$ cat config.mk
export PLATFORM = sky130hd
export DESIGN_NAME = phy_mac_side
export DESIGN_NICKNAME = d
export VERILOG_FILES = /design/src/phy_mac_pkg.sv /design/src/phy_mac_side.sv /design/src/rx_elastic_buf.sv /design/src/sync2.sv
export VERILOG_INCLUDE_DIRS = /design/src /design/src/src
export SDC_FILE = /design/constraint.sdc
export NUM_CORES = 1
export LEC_CHECK = 0
export BUFFER_PORTS_ARGS = -buffer_cell sky130_fd_sc_hd__buf_4
export CORE_MARGIN = 1.5
export CORE_UTILIZATION = 59
export CTS_BUF_LIST = sky130_fd_sc_hd__clkbuf_16
export DETAILED_ROUTE_END_ITERATION = 6
export PLACE_DENSITY = 0.8
export SLEW_MARGIN = 10
export SYNTH_ARGS = -nofsm -noshare
export SYNTH_HDL_FRONTEND = slang
export SYNTH_SLANG_ARGS = --single-unit
$ cat constraint.sdc
create_clock -name clk_sys_i -period 5 [get_ports clk_sys_i]
set_clock_uncertainty 0.1 [all_clocks]
set_input_delay 1 -clock clk_sys_i [delete_from_list [all_inputs] [get_ports clk_sys_i]]
set_output_delay 1 -clock clk_sys_i [all_outputs]
set_load 0.03 [all_outputs]
$ cat src/phy_mac_params.svh
// offsets, field positions, reset values and timing counts for the mac-side block
`ifndef PHY_MAC_PARAMS_SVH
`define PHY_MAC_PARAMS_SVH

`define EDC_OFFSET 5'h1d
`define RIC_OFFSET 5'h17
`define EDC_EN_BIT 0
`define EDC_LP_BIT 1
`define RIC_THR_LSB 0
`define RIC_OVR_BIT 2
`define RIC_UNR_BIT 3
`define RIC_RMII_BIT 5
`define RIC_THR_RESET 2'h1
`define EDC_EN_RESET 1'b0

`define CLK_MHZ 40
`define BIT10_NS 100
`define SQE_DELAY_NS 1000
`define SQE_LEN_BITS 10
`define SQE_DELAY_CYC ((`SQE_DELAY_NS * `CLK_MHZ + 999) / 1000)
`define SQE_LEN_CYC ((`SQE_LEN_BITS * `BIT10_NS * `CLK_MHZ) / 1000)
`define ED_PULSE_NS 200
`define ED_PULSE_CYC ((`ED_PULSE_NS * `CLK_MHZ) / 1000)
`define COL_DELAY_BITS 3'h7
`define SLOW_DIV 10
`define CRS_ZEROS 2'h2

`endif

$ cat src/phy_mac_pkg.sv
// types shared by the mac-side block
package phy_mac_pkg;
  typedef enum logic [1:0] {ED_ACTIVE, ED_SLEEP, ED_WAKE} ed_state_e;
  typedef struct packed {
    logic dv;
    logic er;
    logic [3:0] data;
  } rx_beat_s;
  typedef struct packed {
    logic rmii;
    logic unr;
    logic ovr;
    logic [1:0] thr;
  } ric_s;
endpackage

$ cat src/phy_mac_side.sv
// mac-facing side of a 10/100 transceiver: mii/rmii data, col, crs, energy detect
// What this block does
// [RL1] energy detect enabled and idle line: sleep; line activity wakes via power-up
// [RL2] while sleeping, periodically pulse transmitter with energy-detect pulses
// [RL3] mii or rmii chosen by strap or register; rmii only by strap
// [RL4] mii receive: 4-bit data, error and valid on receive clock
// [RL5] device supplies mii transmit clock; mac drives data and enable on it
// [RL6] half duplex: collision shown when transmit and receive both active
// [RL7] 10M collision while transmitting waits seven received bits, then holds
// [RL8] collision starting during receive is reported at once
// [RL9] 10M heartbeat: col pulse of ten bit times about 1us after packet
// [RL10] crs: squelch at 10M; link plus two non-contiguous zeros at 100M
// [RL11] crs from receive in full duplex, also transmit in half; drops at end
// [RL12] rmii moves two bits per reference clock each way
// [RL13] rmii: crs_dv, two-bit data, rx_er, separate rx_dv; accepts tx pins
// [RL14] rmii 10M: transmit sampled and receive updated every tenth clock
// [RL15] elasticity threshold 1,2,3,0 selects 4,8,12,16 bits in rmii; mii always starts at 4 bits
// [RL16] overrun or underrun corrupts frame and sets status flags
// [RL17] two 16-bit management registers, other addresses read zero, usable in both modes
// [RL18] rx_dv and first receive data change on the same edge
`timescale 1ns/1ps
`include "phy_mac_params.svh"
module phy_mac_side
  import phy_mac_pkg::*;
#(
  parameter int ED_IDLE_CYC = 40000,
  parameter int ED_PERIOD_CYC = 40000,
  parameter int ED_WAKE_CYC = 8000,
  parameter int EB_DEPTH = 32
)(
  input wire logic clk_sys_i,
  input wire logic resetn_i,
  input wire logic strap_rmii_i,
  input wire logic link_ref_i,
  input wire logic speed_100_i,
  input wire logic full_duplex_i,
  input wire logic heartbeat_en_i,
  input wire logic [4:0] mgmt_addr_i,
  input wire logic [15:0] mgmt_wdata_i,
  input wire logic mgmt_wr_i,
  input wire logic mgmt_rd_i,
  output logic [15:0] mgmt_rdata_o,
  input wire logic media_energy_i,
  input wire logic media_squelch_ok_i,
  input wire logic link_signal_present_i,
  input wire logic media_rx_active_i,
  input wire logic media_rx_bit_stb_i,
  input wire logic media_rx_bit_i,
  input wire logic media_rx_err_i,
  output logic media_tx_stb_o,
  output logic [3:0] media_tx_data_o,
  output logic media_tx_en_o,
  output logic media_ed_pulse_o,
  output logic low_power_o,
  input wire logic tx_en_i,
  input wire logic [3:0] txd_i,
  output logic mac_clk_o,
  output logic [3:0] rxd_o,
  output logic rx_dv_o,
  output logic rx_er_o,
  output logic crs_o,
  output logic crs_dv_o,
  output logic col_o
);
  localparam int EBW = $clog2(EB_DEPTH);

  function automatic logic [4:0] thr_bits(input logic [1:0] thr);
    thr_bits = (thr == 2'h0) ? 5'h10 : {1'b0, thr, 2'h0};
  endfunction

  // pins from the mac and the reference clock are asynchronous
  logic strap_s;
  logic ref_s;
  logic tx_en_s;
  logic [3:0] txd_s;
  sync2 #(.W(7)) u_sync (
    .clk_sys_i(clk_sys_i),
    .resetn_i(resetn_i),
    .d_i({strap_rmii_i, link_ref_i, tx_en_i, txd_i}),
    .q_o({strap_s, ref_s, tx_en_s, txd_s})
  );

  // strap capture and management registers
  logic [1:0] strap_cnt_reg, strap_cnt_next;
  logic strap_rmii_reg, strap_rmii_next;
  logic edc_en_reg, edc_en_next;
  ric_s ric_reg, ric_next;
  logic [15:0] rdata_reg, rdata_next;
  logic ovr_ev, unr_ev;
  ed_state_e ed_reg, ed_next;

  always_comb
  begin
    strap_cnt_next = strap_cnt_reg;
    strap_rmii_next = strap_rmii_reg;
    ric_next = ric_reg;
    edc_en_next = edc_en_reg;
    rdata_next = rdata_reg;
    // synchroniser needs two edges after release before strap is valid
    if (strap_cnt_reg != 2'h3)
    begin
      strap_cnt_next = strap_cnt_reg + 2'h1;
      if (strap_cnt_reg == 2'h2)
      begin
        strap_rmii_next = strap_s; // [RL3]
        ric_next.rmii = strap_s; // [RL3]
      end
    end
    if (mgmt_wr_i && mgmt_addr_i == `EDC_OFFSET)
      edc_en_next = mgmt_wdata_i[`EDC_EN_BIT]; // [RL1]
    if (mgmt_wr_i && mgmt_addr_i == `RIC_OFFSET)
    begin
      ric_next.thr = mgmt_wdata_i[`RIC_THR_LSB +: 2]; // [RL15]
      // software may leave rmii but never enter it without the strap
      ric_next.rmii = mgmt_wdata_i[`RIC_RMII_BIT] & strap_rmii_reg; // [RL3]
      if (mgmt_wdata_i[`RIC_OVR_BIT])
        ric_next.ovr = 1'b0;
      if (mgmt_wdata_i[`RIC_UNR_BIT])
        ric_next.unr = 1'b0;
    end
    // set wins over a clear in the same cycle
    if (ovr_ev)
      ric_next.ovr = 1'b1; // [RL16]
    if (unr_ev)
      ric_next.unr = 1'b1; // [RL16]
    if (mgmt_rd_i)
    begin
      rdata_next = 16'h0000; // [RL17]
      if (mgmt_addr_i == `EDC_OFFSET)
      begin
        rdata_next[`EDC_EN_BIT] = edc_en_reg;
        rdata_next[`EDC_LP_BIT] = (ed_reg != ED_ACTIVE);
      end
      if (mgmt_addr_i == `RIC_OFFSET)
      begin
        rdata_next[`RIC_THR_LSB +: 2] = ric_reg.thr;
        rdata_next[`RIC_OVR_BIT] = ric_reg.ovr;
        rdata_next[`RIC_UNR_BIT] = ric_reg.unr;
        rdata_next[`RIC_RMII_BIT] = ric_reg.rmii;
      end
    end
  end

  always_ff @(posedge clk_sys_i)
  begin
    if (!resetn_i)
    begin
      strap_cnt_reg <= 2'h0;
      strap_rmii_reg <= 1'b0;
      edc_en_reg <= `EDC_EN_RESET;
      ric_reg <= '{rmii: 1'b0, unr: 1'b0, ovr: 1'b0, thr: `RIC_THR_RESET};
      rdata_reg <= 16'h0000;
    end
    else
    begin
      strap_cnt_reg <= strap_cnt_next;
      strap_rmii_reg <= strap_rmii_next;
      edc_en_reg <= edc_en_next;
      ric_reg <= ric_next;
      rdata_reg <= rdata_next;
    end
  end

  // data slots from reference clock edges
  logic ref_q_reg, ref_q_next;
  logic [3:0] div_reg, div_next;
  logic mclk_reg, mclk_next;
  logic tick, wrap, tx_slot, rx_slot;

  always_comb
  begin
    ref_q_next = ref_s;
    tick = ref_s & ~ref_q_reg;
    div_next = div_reg;
    mclk_next = mclk_reg;
    wrap = 1'b0;
    if (tick)
    begin
      if (speed_100_i || div_reg == 4'(`SLOW_DIV - 1))
      begin
        div_next = 4'h0;
        wrap = 1'b1;
      end
      else
        div_next = div_reg + 4'h1;
    end
    if (wrap && !ric_reg.rmii)
      mclk_next = ~mclk_reg; // [RL5]
    // rmii: every slot moves both ways; 10M slows slots tenfold
    tx_slot = wrap && (ric_reg.rmii || !mclk_reg); // [RL14]
    rx_slot = wrap && (ric_reg.rmii || mclk_reg); // [RL14]
  end

  always_ff @(posedge clk_sys_i)
  begin
    if (!resetn_i)
    begin
      ref_q_reg <= 1'b0;
      div_reg <= 4'h0;
      mclk_reg <= 1'b0;
    end
    else
    begin
      ref_q_reg <= ref_q_next;
      div_reg <= div_next;
      mclk_reg <= mclk_next;
    end
  end

  assign mac_clk_o = mclk_reg & ~ric_reg.rmii; // [RL4]

  // transmit capture
  logic tx_stb_reg, tx_stb_next;
  logic [3:0] tx_data_reg, tx_data_next;
  logic tx_on_reg, tx_on_next;

  always_comb
  begin
    tx_stb_next = tx_slot;
    tx_data_next = tx_data_reg;
    tx_on_next = tx_on_reg;
    if (tx_slot)
    begin
      tx_data_next = ric_reg.rmii ? {2'h0, txd_s[1:0]} : txd_s; // [RL12]
      tx_on_next = tx_en_s; // [RL13]
    end
  end

  always_ff @(posedge clk_sys_i)
  begin
    if (!resetn_i)
    begin
      tx_stb_reg <= 1'b0;
      tx_data_reg <= 4'h0;
      tx_on_reg <= 1'b0;
    end
    else
    begin
      tx_stb_reg <= tx_stb_next;
      tx_data_reg <= tx_data_next;
      tx_on_reg <= tx_on_next;
    end
  end

  // collision, heartbeat and carrier sense
  logic tx_first_reg, tx_first_next;
  logic tx_q_reg, tx_q_next;
  logic [2:0] col_bits_reg, col_bits_next;
  logic [7:0] sqe_reg, sqe_next;
  logic [1:0] zeros_reg, zeros_next;
  logic prev_bit_reg, prev_bit_next;
  logic col_reg, col_next;
  logic crs_reg, crs_next;
  logic rx_crs_reg, rx_crs_next;
  logic col_raw;

  always_comb
  begin
    tx_q_next = tx_en_s;
    col_raw = !full_duplex_i && tx_en_s && media_rx_active_i; // [RL6]
    tx_first_next = tx_first_reg;
    if (!tx_en_s)
      tx_first_next = 1'b0;
    else if (!tx_q_reg && !media_rx_active_i)
      tx_first_next = 1'b1;
    col_bits_next = col_bits_reg;
    if (!col_raw)
      col_bits_next = 3'h0;
    else if (media_rx_bit_stb_i && col_bits_reg != `COL_DELAY_BITS)
      col_bits_next = col_bits_reg + 3'h1; // [RL7]
    sqe_next = sqe_reg;
    if (tx_q_reg && !tx_en_s && heartbeat_en_i && !speed_100_i)
      sqe_next = 8'(`SQE_DELAY_CYC + `SQE_LEN_CYC); // [RL9]
    else if (sqe_reg != 8'h00)
      sqe_next = sqe_reg - 8'h01;
    col_next = (col_raw && (speed_100_i || !tx_first_reg // [RL8]
                || col_bits_reg == `COL_DELAY_BITS)) // [RL7]
               || (sqe_reg != 8'h00 && sqe_reg <= 8'(`SQE_LEN_CYC)); // [RL9]
    // idle 100M line is ones, so the first zero counts as non-contiguous
    zeros_next = zeros_reg;
    prev_bit_next = prev_bit_reg;
    if (!media_rx_active_i)
    begin
      zeros_next = 2'h0;
      prev_bit_next = 1'b1;
    end
    else if (media_rx_bit_stb_i)
    begin
      prev_bit_next = media_rx_bit_i;
      if (!media_rx_bit_i && prev_bit_reg && zeros_reg != `CRS_ZEROS)
        zeros_next = zeros_reg + 2'h1; // [RL10]
    end
    rx_crs_next = media_rx_active_i && (speed_100_i
                  ? (link_signal_present_i && zeros_reg == `CRS_ZEROS) // [RL10]
                  : media_squelch_ok_i); // [RL10]
    crs_next = rx_crs_reg || (!full_duplex_i && tx_en_s); // [RL11]
  end

  always_ff @(posedge clk_sys_i)
  begin
    if (!resetn_i)
    begin
      tx_first_reg <= 1'b0;
      tx_q_reg <= 1'b0;
      col_bits_reg <= 3'h0;
      sqe_reg <= 8'h00;
      zeros_reg <= 2'h0;
      prev_bit_reg <= 1'b1;
      col_reg <= 1'b0;
      crs_reg <= 1'b0;
      rx_crs_reg <= 1'b0;
    end
    else
    begin
      tx_first_reg <= tx_first_next;
      tx_q_reg <= tx_q_next;
      col_bits_reg <= col_bits_next;
      sqe_reg <= sqe_next;
      zeros_reg <= zeros_next;
      prev_bit_reg <= prev_bit_next;
      col_reg <= col_next;
      crs_reg <= crs_next;
      rx_crs_reg <= rx_crs_next;
    end
  end

  // energy detect power state
  logic [15:0] ed_cnt_reg, ed_cnt_next;

  always_comb
  begin
    ed_next = ed_reg;
    ed_cnt_next = ed_cnt_reg + 16'h0001;
    unique case (ed_reg)
      ED_ACTIVE:
      begin
        if (!edc_en_reg || media_energy_i)
          ed_cnt_next = 16'h0000;
        else if (ed_cnt_reg == 16'(ED_IDLE_CYC - 1))
        begin
          ed_next = ED_SLEEP; // [RL1]
          ed_cnt_next = 16'h0000;
        end
      end
      ED_SLEEP:
      begin
        if (media_energy_i || !edc_en_reg)
        begin
          ed_next = ED_WAKE; // [RL1]
          ed_cnt_next = 16'h0000;
        end
        else if (ed_cnt_reg == 16'(ED_PERIOD_CYC - 1))
          ed_cnt_next = 16'h0000; // [RL2]
      end
      ED_WAKE:
      begin
        if (ed_cnt_reg == 16'(ED_WAKE_CYC - 1))
        begin
          ed_next = ED_ACTIVE; // [RL1]
          ed_cnt_next = 16'h0000;
        end
      end
    endcase
  end

  always_ff @(posedge clk_sys_i)
  begin
    if (!resetn_i)
    begin
      ed_reg <= ED_ACTIVE;
      ed_cnt_reg <= 16'h0000;
    end
    else
    begin
      ed_reg <= ed_next;
      ed_cnt_reg <= ed_cnt_next;
    end
  end

  // pulses fire regardless of energy seen; the wake path is separate
  assign media_ed_pulse_o = (ed_reg == ED_SLEEP) && (ed_cnt_reg < 16'(`ED_PULSE_CYC)); // [RL2]
  assign low_power_o = (ed_reg != ED_ACTIVE);

  // receive path through the elasticity buffer
  logic [EBW:0] eb_level;
  logic [3:0] eb_data;
  logic eb_rd, eb_flush, need_ok;
  logic run_reg, run_next;
  logic err_reg, err_next;
  rx_beat_s rx_reg, rx_next;

  always_comb
  begin
    need_ok = eb_level >= (ric_reg.rmii ? (EBW+1)'(2) : (EBW+1)'(4));
    run_next = run_reg;
    err_next = err_reg || ovr_ev || unr_ev || (media_rx_err_i && media_rx_active_i);
    rx_next = rx_reg;
    eb_rd = 1'b0;
    eb_flush = 1'b0;
    if (rx_slot)
    begin
      if (!run_reg)
      begin
        rx_next = '0;
        // mii needs only one nibble; rmii waits for the programmed fill
        if (media_rx_active_i && eb_level >= (ric_reg.rmii
            ? (EBW+1)'(thr_bits(ric_reg.thr)) : (EBW+1)'(4))) // [RL15]
        begin
          run_next = 1'b1;
          eb_rd = 1'b1;
        end
        else if (!media_rx_active_i)
        begin
          eb_flush = 1'b1;
          err_next = 1'b0;
        end
      end
      else if (need_ok || media_rx_active_i)
        eb_rd = 1'b1; // [RL16]
      else
      begin
        run_next = 1'b0;
        rx_next = '0;
        eb_flush = 1'b1;
        err_next = 1'b0;
      end
      if (eb_rd)
      begin
        rx_next.dv = 1'b1; // [RL18]
        rx_next.er = err_next; // [RL16]
        // inverted bits guarantee a bad frame check once the frame is hurt
        rx_next.data = (ric_reg.rmii ? {2'h0, eb_data[1:0]} : eb_data) // [RL12]
                       ^ {4{err_next}}; // [RL16]
      end
    end
  end

  always_ff @(posedge clk_sys_i)
  begin
    if (!resetn_i)
    begin
      run_reg <= 1'b0;
      err_reg <= 1'b0;
      rx_reg <= '0;
    end
    else
    begin
      run_reg <= run_next;
      err_reg <= err_next;
      rx_reg <= rx_next;
    end
  end

  rx_elastic_buf #(.DEPTH(EB_DEPTH)) u_ebuf (
    .clk_sys_i(clk_sys_i),
    .resetn_i(resetn_i),
    .flush_i(eb_flush),
    .wr_i(media_rx_bit_stb_i && media_rx_active_i && !low_power_o),
    .wr_bit_i(media_rx_bit_i),
    .rd_i(eb_rd),
    .rd_four_i(!ric_reg.rmii),
    .level_o(eb_level),
    .rd_data_o(eb_data),
    .ovr_o(ovr_ev),
    .unr_o(unr_ev)
  );

  assign rxd_o = rx_reg.data; // [RL4]
  assign rx_dv_o = rx_reg.dv; // [RL13]
  assign rx_er_o = rx_reg.er;
  assign crs_dv_o = ric_reg.rmii && (rx_crs_reg || rx_reg.dv); // [RL13]
  assign crs_o = crs_reg;
  assign col_o = col_reg;
  assign media_tx_stb_o = tx_stb_reg;
  assign media_tx_data_o = tx_data_reg;
  assign media_tx_en_o = tx_on_reg;
  assign mgmt_rdata_o = rdata_reg;
endmodule

$ cat src/rx_elastic_buf.sv
// bit-wide receive elasticity buffer, read two or four bits at a time
`timescale 1ns/1ps
module rx_elastic_buf #(
  parameter int DEPTH = 32
)(
  input wire logic clk_sys_i,
  input wire logic resetn_i,
  input wire logic flush_i,
  input wire logic wr_i,
  input wire logic wr_bit_i,
  input wire logic rd_i,
  input wire logic rd_four_i,
  output logic [$clog2(DEPTH):0] level_o,
  output logic [3:0] rd_data_o,
  output logic ovr_o,
  output logic unr_o
);
  localparam int AW = $clog2(DEPTH);
  logic [DEPTH-1:0] mem;
  logic [AW-1:0] wptr_reg;
  logic [AW-1:0] wptr_next;
  logic [AW-1:0] rptr_reg;
  logic [AW-1:0] rptr_next;
  logic [AW:0] level_reg;
  logic [AW:0] level_next;
  logic [AW:0] rd_n;
  logic do_wr;
  logic do_rd;

  genvar i;
  generate
    for (i = 0; i < 4; i++)
    begin : g_rd
      assign rd_data_o[i] = mem[rptr_reg + AW'(i)];
    end
  endgenerate

  always_comb
  begin
    rd_n = rd_four_i ? (AW+1)'(4) : (AW+1)'(2);
    // full buffer drops the bit; the frame is then marked bad upstream
    ovr_o = wr_i && (level_reg == (AW+1)'(DEPTH));
    do_wr = wr_i && !ovr_o;
    unr_o = rd_i && (level_reg < rd_n);
    do_rd = rd_i && !unr_o;
    wptr_next = wptr_reg;
    rptr_next = rptr_reg;
    level_next = level_reg;
    if (flush_i)
    begin
      rptr_next = wptr_reg;
      level_next = '0;
    end
    else
    begin
      if (do_wr)
        wptr_next = wptr_reg + 1'b1;
      if (do_rd)
        rptr_next = rptr_reg + rd_n[AW-1:0];
      level_next = level_reg + (do_wr ? (AW+1)'(1) : '0) - (do_rd ? rd_n : '0);
    end
  end

  always_ff @(posedge clk_sys_i)
  begin
    if (!resetn_i)
    begin
      wptr_reg <= '0;
      rptr_reg <= '0;
      level_reg <= '0;
    end
    else
    begin
      wptr_reg <= wptr_next;
      rptr_reg <= rptr_next;
      level_reg <= level_next;
    end
  end

  always_ff @(posedge clk_sys_i)
  begin
    if (do_wr && !flush_i)
      mem[wptr_reg] <= wr_bit_i;
  end

  assign level_o = level_reg;
endmodule

$ cat src/sync2.sv
// two-flop synchroniser for levels entering the system clock domain
`timescale 1ns/1ps
module sync2 #(
  parameter int W = 1
)(
  input wire logic clk_sys_i,
  input wire logic resetn_i,
  input wire logic [W-1:0] d_i,
  output logic [W-1:0] q_o
);
  logic [W-1:0] meta_reg;
  logic [W-1:0] meta_next;
  logic [W-1:0] q_reg;
  logic [W-1:0] q_next;

  always_comb
  begin
    meta_next = d_i;
    q_next = meta_reg;
  end

  always_ff @(posedge clk_sys_i)
  begin
    if (!resetn_i)
    begin
      meta_reg <= '0;
      q_reg <= '0;
    end
    else
    begin
      meta_reg <= meta_next;
      q_reg <= q_next;
    end
  end

  assign q_o = q_reg;
endmodule
==> flow_metrics.env, run 1 <==
export IMPL_final_nets=799
export IMPL_status="finished, final reports clean"
export IMPL_place_congestion=0.877
export IMPL_endpoint_kind="register"
export IMPL_syn_area_per_cell_um2=10.4
export IMPL_max_freq_mhz=264
export IMPL_hold_ws_ns=0.333
export IMPL_antenna_found_initial=0
export IMPL_path_clk_slew_ns=0.06
export IMPL_cts_tree="built"
export IMPL_cts_max_level=4
export IMPL_slew_viol_final=0
export IMPL_finalCritPeriodShare_pct=75.7
export IMPL_die_x_um=112
export IMPL_synthFlopType="dfxtp_1"
export IMPL_drv_cap=0
export IMPL_slew_headroom_pct=32.9
export IMPL_yosysUniqueCellTypes=64
export IMPL_drcViolationCount=0
export IMPL_hpwlAfterDp_um=10600
export IMPL_synthTopCellsByArea="dfxtp_1 (29%), edfxtp_1 (14%), mux4_2 (11%)"
export IMPL_crit_type="register to register"
export IMPL_ir_drop_v=0.000444
export IMPL_core_area_um2=11500
export IMPL_area_delta_synth_final_pct=14.2
export IMPL_num_vias=5194
export IMPL_worst_slew_pin_slew_ns=1.00
export IMPL_cts_root_buf="clkbuf_16"
export IMPL_drt_pre_antenna_iters=5
export IMPL_drt_iter0_markers=294
export IMPL_io_pins=76
export IMPL_drtAntennaViolNets=0
export IMPL_required_ns=5.20
export IMPL_tns_ns=0
export IMPL_cpPeakStageDelay_ns=0.73
export IMPL_syn_instance_count=674
export IMPL_antenna_cells=0
export IMPL_routedWlPerCell_um=17.0
export IMPL_path_max_fanout=15
export IMPL_power_density_nw_per_um2=379
export IMPL_cts_made_buffers=17
export IMPL_drive_gt1_share_pct=17.3
export IMPL_cp_common_cell="ha_1"
export IMPL_cts_sinks=132
export IMPL_cts_resized=0
export IMPL_fin_ws_ns=1.22
export IMPL_crit_slowest_cell="dfxtp_1"
export IMPL_wl_um=14900
export IMPL_clockBufferDepth=2
export IMPL_synth_edf_count=32
export IMPL_crit_arrival_ns=3.98
export IMPL_synth_seq_cells=132
export IMPL_yosysMostFrequentCell="nor2_1"
export IMPL_rsz0062_at_grt="false"
export IMPL_hold_buffers=0
export IMPL_die_h_um=112
export IMPL_grt_max_degree=41
export IMPL_setup_viol=0
export IMPL_grt_pass1_wl_um=24900
export IMPL_final_hold_viol_count=0
export IMPL_startpoint_type="register"
export IMPL_yosysSeqAreaShare_pct=42.4
export IMPL_vias_per_cell=5.94
export IMPL_min_path_type="register to register"
export IMPL_yosysWarnings=0
export IMPL_yosysTopAreaCell="dfxtp_1"
export IMPL_p_leak_nw=3.10
export IMPL_synth_top_area_share_pct=28.7
export IMPL_grt_pass1_vias=5170
export IMPL_dieArea_um2=12500
export IMPL_dp_slack_ns=1.33
export IMPL_finalCriticalPeriod_ns=3.78
export IMPL_initial_core_util_pct=60.9
export IMPL_rows=39
export IMPL_largest_reg_flops=32
export IMPL_synthTopCellsByCount="nor2_1 (117), dfxtp_1 (100), ha_1 (37), nand2_1 (37), mux4_2 (33)"
export IMPL_insertion_delay_ns=0.42
export IMPL_async_flop_share_pct=0
export IMPL_grt_overflow_total=0
export IMPL_syn_area_um2=6980
export IMPL_io_buffers=53
export IMPL_grt_usage_pct=25.2
export IMPL_post_cts_buffers=0
export IMPL_critical_path_cell_chain="nand2_1, ha_1, nor4bb_1, o31ai_1, a211oi_1, buf_4, nand2_1, ha_1, ha_1, o21ai_0, nand2b_1, a21o_1, a21oi_1, xnor2_1, nor2_1"
metrics by stage:
| step | std cells | power, mW | area, um^2 | util [%] |
|---|---|---|---|---|
| after floorplan | 684 | 1.66 | 7020 | - |
| after global placement | 843 | 1.76 | 7390 | 64.4 |
| after detailed placement | 843 | 1.79 | 7390 | 64.4 |
| after CTS | 875 | 3.03 | 7970 | 69.5 |
| after global routing | 875 | 3.15 | 7970 | 69.5 |
| final | 875 | 3.02 | 7970 | 69.5 |
worst max-delay path: cells and delay by family, from the launching register on:
| family | cells | cell delay (ns) |
|---|---|---|
| xor+xnor | 1 | 0.16 |
| fa+ha+maj | 3 | 0.92 |
| flops | 1 | 0.73 |
| compound gates | 5 | 0.87 |
| simple gates | 5 | 0.70 |
| buf+inv | 1 | 0.20 |
cell families (layout without fill, tap and decap cells):
| logic type | count (synthesis) | count (layout) | synth area share (%) |
|---|---|---|---|
| AOI/OAI and AO/OA | 79 | 79 | 7.85 |
| muxes | 57 | 57 | 14.8 |
| adders and majority gates | 38 | 38 | 6.92 |
| buffers and inverters | 67 | 115 | 4.75 |
| other | 1 | 11 | 0.0537 |
| xor gates and xnor gates | 45 | 45 | 5.75 |
| and+or+nand+nor | 255 | 255 | 17.4 |
| DFF | 132 | 132 | 42.4 |
cell usage in the layout, fill, tap and decap left out, types with 6 or more instances in the layout:
master       n
ha_1        37
and3_1       9
a211oi_1     8
a21oi_1     22
conb_1      11
nand3_1     21
mux2i_1     21
and2_1      19
xnor2_1     22
nand2b_1     8
dfxtp_1    100
clkinv_2     7
xor2_1      22
nor2_1     117
nor2b_1      7
nor3_1       6
a22oi_1      7
nand2_1     37
o21ai_0      8
edfxtp_1    32
inv_1       27
clkbuf_16   17
mux4_2      33
buf_4       56
path summary, 6_finish.rpt:
path / cells after the start / slack (ns) / from / to
hold / removal: 1 / 0.33 / u_sync.meta_reg[2]$_SDFF_PN0_ / u_sync.q_o[2]$_SDFF_PN0_
setup / recovery: 15 / 1.22 / ric_reg[4]$_SDFFE_PN0P_ / u_ebuf.level_o[5]$_SDFF_PP0_
setup reg to reg: 15 / 1.22 / ric_reg[4]$_SDFFE_PN0P_ / u_ebuf.level_o[5]$_SDFF_PP0_
hold reg to reg: 1 / 0.33 / u_sync.meta_reg[2]$_SDFF_PN0_ / u_sync.q_o[2]$_SDFF_PN0_
layout make-up:
type / count / area, um^2
sequential: 132 / 2960
clock buffer: 17 / 425
tap: 143 / 179
fill: 827 / 3490
clock inverter: 15 / 161
inverter: 27 / 101
multi-input combinational: 485 / 3720
timing repair buffer: 56 / 420
power breakdown:
group | leakage [nW] | switching (mW) | total, mW | internal, mW
combinational | 1.69 | 0.319 | 0.559 | 0.240
sequential | 1.10 | 0.0663 | 1.23 | 1.16
clock | 0.301 | 0.454 | 1.23 | 0.777
routing by layer:
layer,vias up,track usage (%),wire [um]
met3,20,6.97,819
met4,0,9.11,206
met1,2551,31.3,6390
li1,2476,-,-
met5,-,0,0
met2,147,42.2,7500
Power figures use the tool's default switching activity.
==> run 2: changes to the inputs <==
==> constraint.sdc (replaced) <==
create_clock -name clk_sys_i -period 3.6 [get_ports clk_sys_i]
set_clock_uncertainty 0.1 [all_clocks]
set_input_delay 0.72 -clock clk_sys_i [delete_from_list [all_inputs] [get_ports clk_sys_i]]
set_output_delay 0.72 -clock clk_sys_i [all_outputs]
set_load 0.03 [all_outputs]
==> flow_metrics.env, run 2 (synthesized netlist as in run 1, its figures left out) <==
export IMPL_min_path_type="register to register"
export IMPL_cts_root_buf="clkbuf_16"
export IMPL_slew_headroom_pct=30.4
export IMPL_largest_reg_flops=32
export IMPL_grt_usage_pct=26.4
export IMPL_dp_cells=851
export IMPL_die_x_um=112
export IMPL_rsz0062_at_grt="false"
export IMPL_grt_pass1_vias=5289
export IMPL_final_nets=807
export IMPL_drt_pre_antenna_iters=5
export IMPL_status="finished, final reports clean"
export IMPL_path_max_fanout=13
export IMPL_cts_max_level=4
export IMPL_required_ns=3.80
export IMPL_drv_cap=0
export IMPL_worstReg2RegStart="ric_reg[4]$_SDFFE_PN0P_"
export IMPL_netSwitchingFraction_pct=27.3
export IMPL_area_delta_synth_final_pct=15.2
export IMPL_cts_tree="built"
export IMPL_hpwlAfterDp_um=11000
export IMPL_hold_depth=1
export IMPL_grt_max_degree=41
export IMPL_setup_viol=0
export IMPL_wl_um=15500
export IMPL_comb_power_share_pct=18.7
export IMPL_tns_ns=0
export IMPL_vias_per_cell=5.96
export IMPL_routedWlPerCell_um=17.5
export IMPL_startpoint_type="register"
export IMPL_crit_type="register to register"
export IMPL_cts_sinks=132
export IMPL_post_cts_buffers=0
export IMPL_final_cell_count_no_fill=883
export IMPL_antenna_cells=0
export IMPL_ir_drop_v=0.000648
export IMPL_mostFrequentLayoutCell="nor2_1"
export IMPL_grt_overflow_total=0
export IMPL_p_seq_share_pct=40.5
export IMPL_reg2reg_depth=14
export IMPL_crit_arrival_ns=3.47
export IMPL_rows=39
export IMPL_grt_pass1_wl_um=26100
export IMPL_finalCritPeriodShare_pct=90.7
export IMPL_pwr_share_clk_pct=40.8
export IMPL_layout_common_cells="nor2_1 (117), dfxtp_1 (100), buf_4 (64)"
export IMPL_final_core_util_pct=70.1
export IMPL_drive_gt1_share_pct=17.8
export IMPL_dieArea_um2=12500
export IMPL_placed_area_um2=7450
export IMPL_p_total_mw=4.21
export IMPL_core_area_um2=11500
export IMPL_r2r_end="u_ebuf.level_o[5]$_SDFF_PP0_"
export IMPL_cts_made_buffers=17
export IMPL_rrSetupSlack_ns=0.33
export IMPL_endpoint_kind="register"
export IMPL_clockBufferDepth=2
export IMPL_max_freq_mhz=306
export IMPL_intPower_mw=3.06
export IMPL_final_hold_viol_count=0
export IMPL_num_vias=5262
export IMPL_slew_viol_final=0
export IMPL_cts_resized=0
export IMPL_hold_buffers=0
export IMPL_drt_iter0_markers=422
export IMPL_finalInstanceArea_um2=8040
export IMPL_antenna_found_initial=0
export IMPL_initial_core_util_pct=60.9
export IMPL_drtAntennaViolNets=0
export IMPL_insertion_delay_ns=0.42
export IMPL_hp_start="u_sync.meta_reg[2]$_SDFF_PN0_"
export IMPL_hold_end="u_sync.q_o[2]$_SDFF_PN0_"
export IMPL_p_leak_nw=3.14
export IMPL_worst_slew_pin_slew_ns=1.04
export IMPL_place_congestion=0.885
export IMPL_power_density_nw_per_um2=524
export IMPL_path_clk_slew_ns=0.05
export IMPL_io_buffers=53
export IMPL_finalCriticalPeriod_ns=3.27
export IMPL_drcViolationCount=0
export IMPL_io_pins=76
export IMPL_p_sw_mw=1.15
export IMPL_die_h_um=112
export IMPL_fillers=791
[run 2: cell types whose count changed in the layout (fill, tap and decap cells not counted), sizes merged]
cell      change
buf           +8
clkinvlp      +1
clkinv        -3
inv           +1
clkbuf        +1
[run 2: power groups by stage]
| stage | sequential (mW) | combinational (mW) | clock (mW) |
|---|---|---|---|
| 3_5_place_dp | 1.74 | 0.773 | 0 |
| 2_1_floorplan | 1.72 | 0.580 | 0 |
| 4_1_cts | 1.71 | 0.783 | 1.74 |
| 6_report | 1.71 | 0.786 | 1.72 |
| 5_1_grt | 1.72 | 0.880 | 1.82 |
| 3_3_place_gp | 1.73 | 0.729 | 0 |
[run 2: worst max path at each step]
| stage | start | end |
|---|---|---|
| floorplan | ric_reg[4]$_SDFFE_PN0P_ | u_ebuf.level_o[5]$_SDFF_PP0_ |
| global placement | ric_reg[0]$_SDFFE_PN1P_ | u_ebuf.level_o[5]$_SDFF_PP0_ |
| detailed placement | ric_reg[4]$_SDFFE_PN0P_ | u_ebuf.level_o[5]$_SDFF_PP0_ |
| CTS | ric_reg[4]$_SDFFE_PN0P_ | u_ebuf.level_o[5]$_SDFF_PP0_ |
| global route | ric_reg[4]$_SDFFE_PN0P_ | u_ebuf.level_o[5]$_SDFF_PP0_ |
| finish | ric_reg[4]$_SDFFE_PN0P_ | u_ebuf.level_o[5]$_SDFF_PP0_ |
[run 2: cell type report]
class                           count  area (um^2)  area share, %
Clock inverter                     14          141           1.76
Multi-Input combinational cell    485         3720           46.3
Timing Repair Buffer               64          480           5.98
Sequential cell                   132         2960           36.9
Clock buffer                       18          450           5.60
Tap cell                          143          179           2.23
Inverter                           27          101           1.26
[run 2: through the flow]
step	setup WS, ns	hold slack (ns)
CTS	0.324	0.332
global placement	0.469	0.316
finish	0.335	0.335
detailed placement	0.350	0.319
global route	0.0935	0.354
floorplan	0.00155	0.312
[run 2: critical path: stages, from the launching register on]
cell and delay (ns):
dfxtp_1 0.32, buf_4 0.20, ha_1 0.31, nor2b_1 0.23, o32ai_1 0.13, a211oi_1 0.39, nand2_1 0.11, ha_1 0.29
ha_1 0.33, o21ai_0 0.09, nand2b_1 0.11, a21o_1 0.18, a21oi_1 0.17, xnor2_1 0.14, nor2_1 0.05
[run 2: routing by layer]
metal / track usage (%) / wire, um / vias to the layer above
met5: 0 / 0 / -
met4: 10.7 / 304 / 0
met3: 7.73 / 1180 / 27
met2: 42.6 / 7480 / 233
met1: 33.3 / 6530 / 2519
li1: - / - / 2483
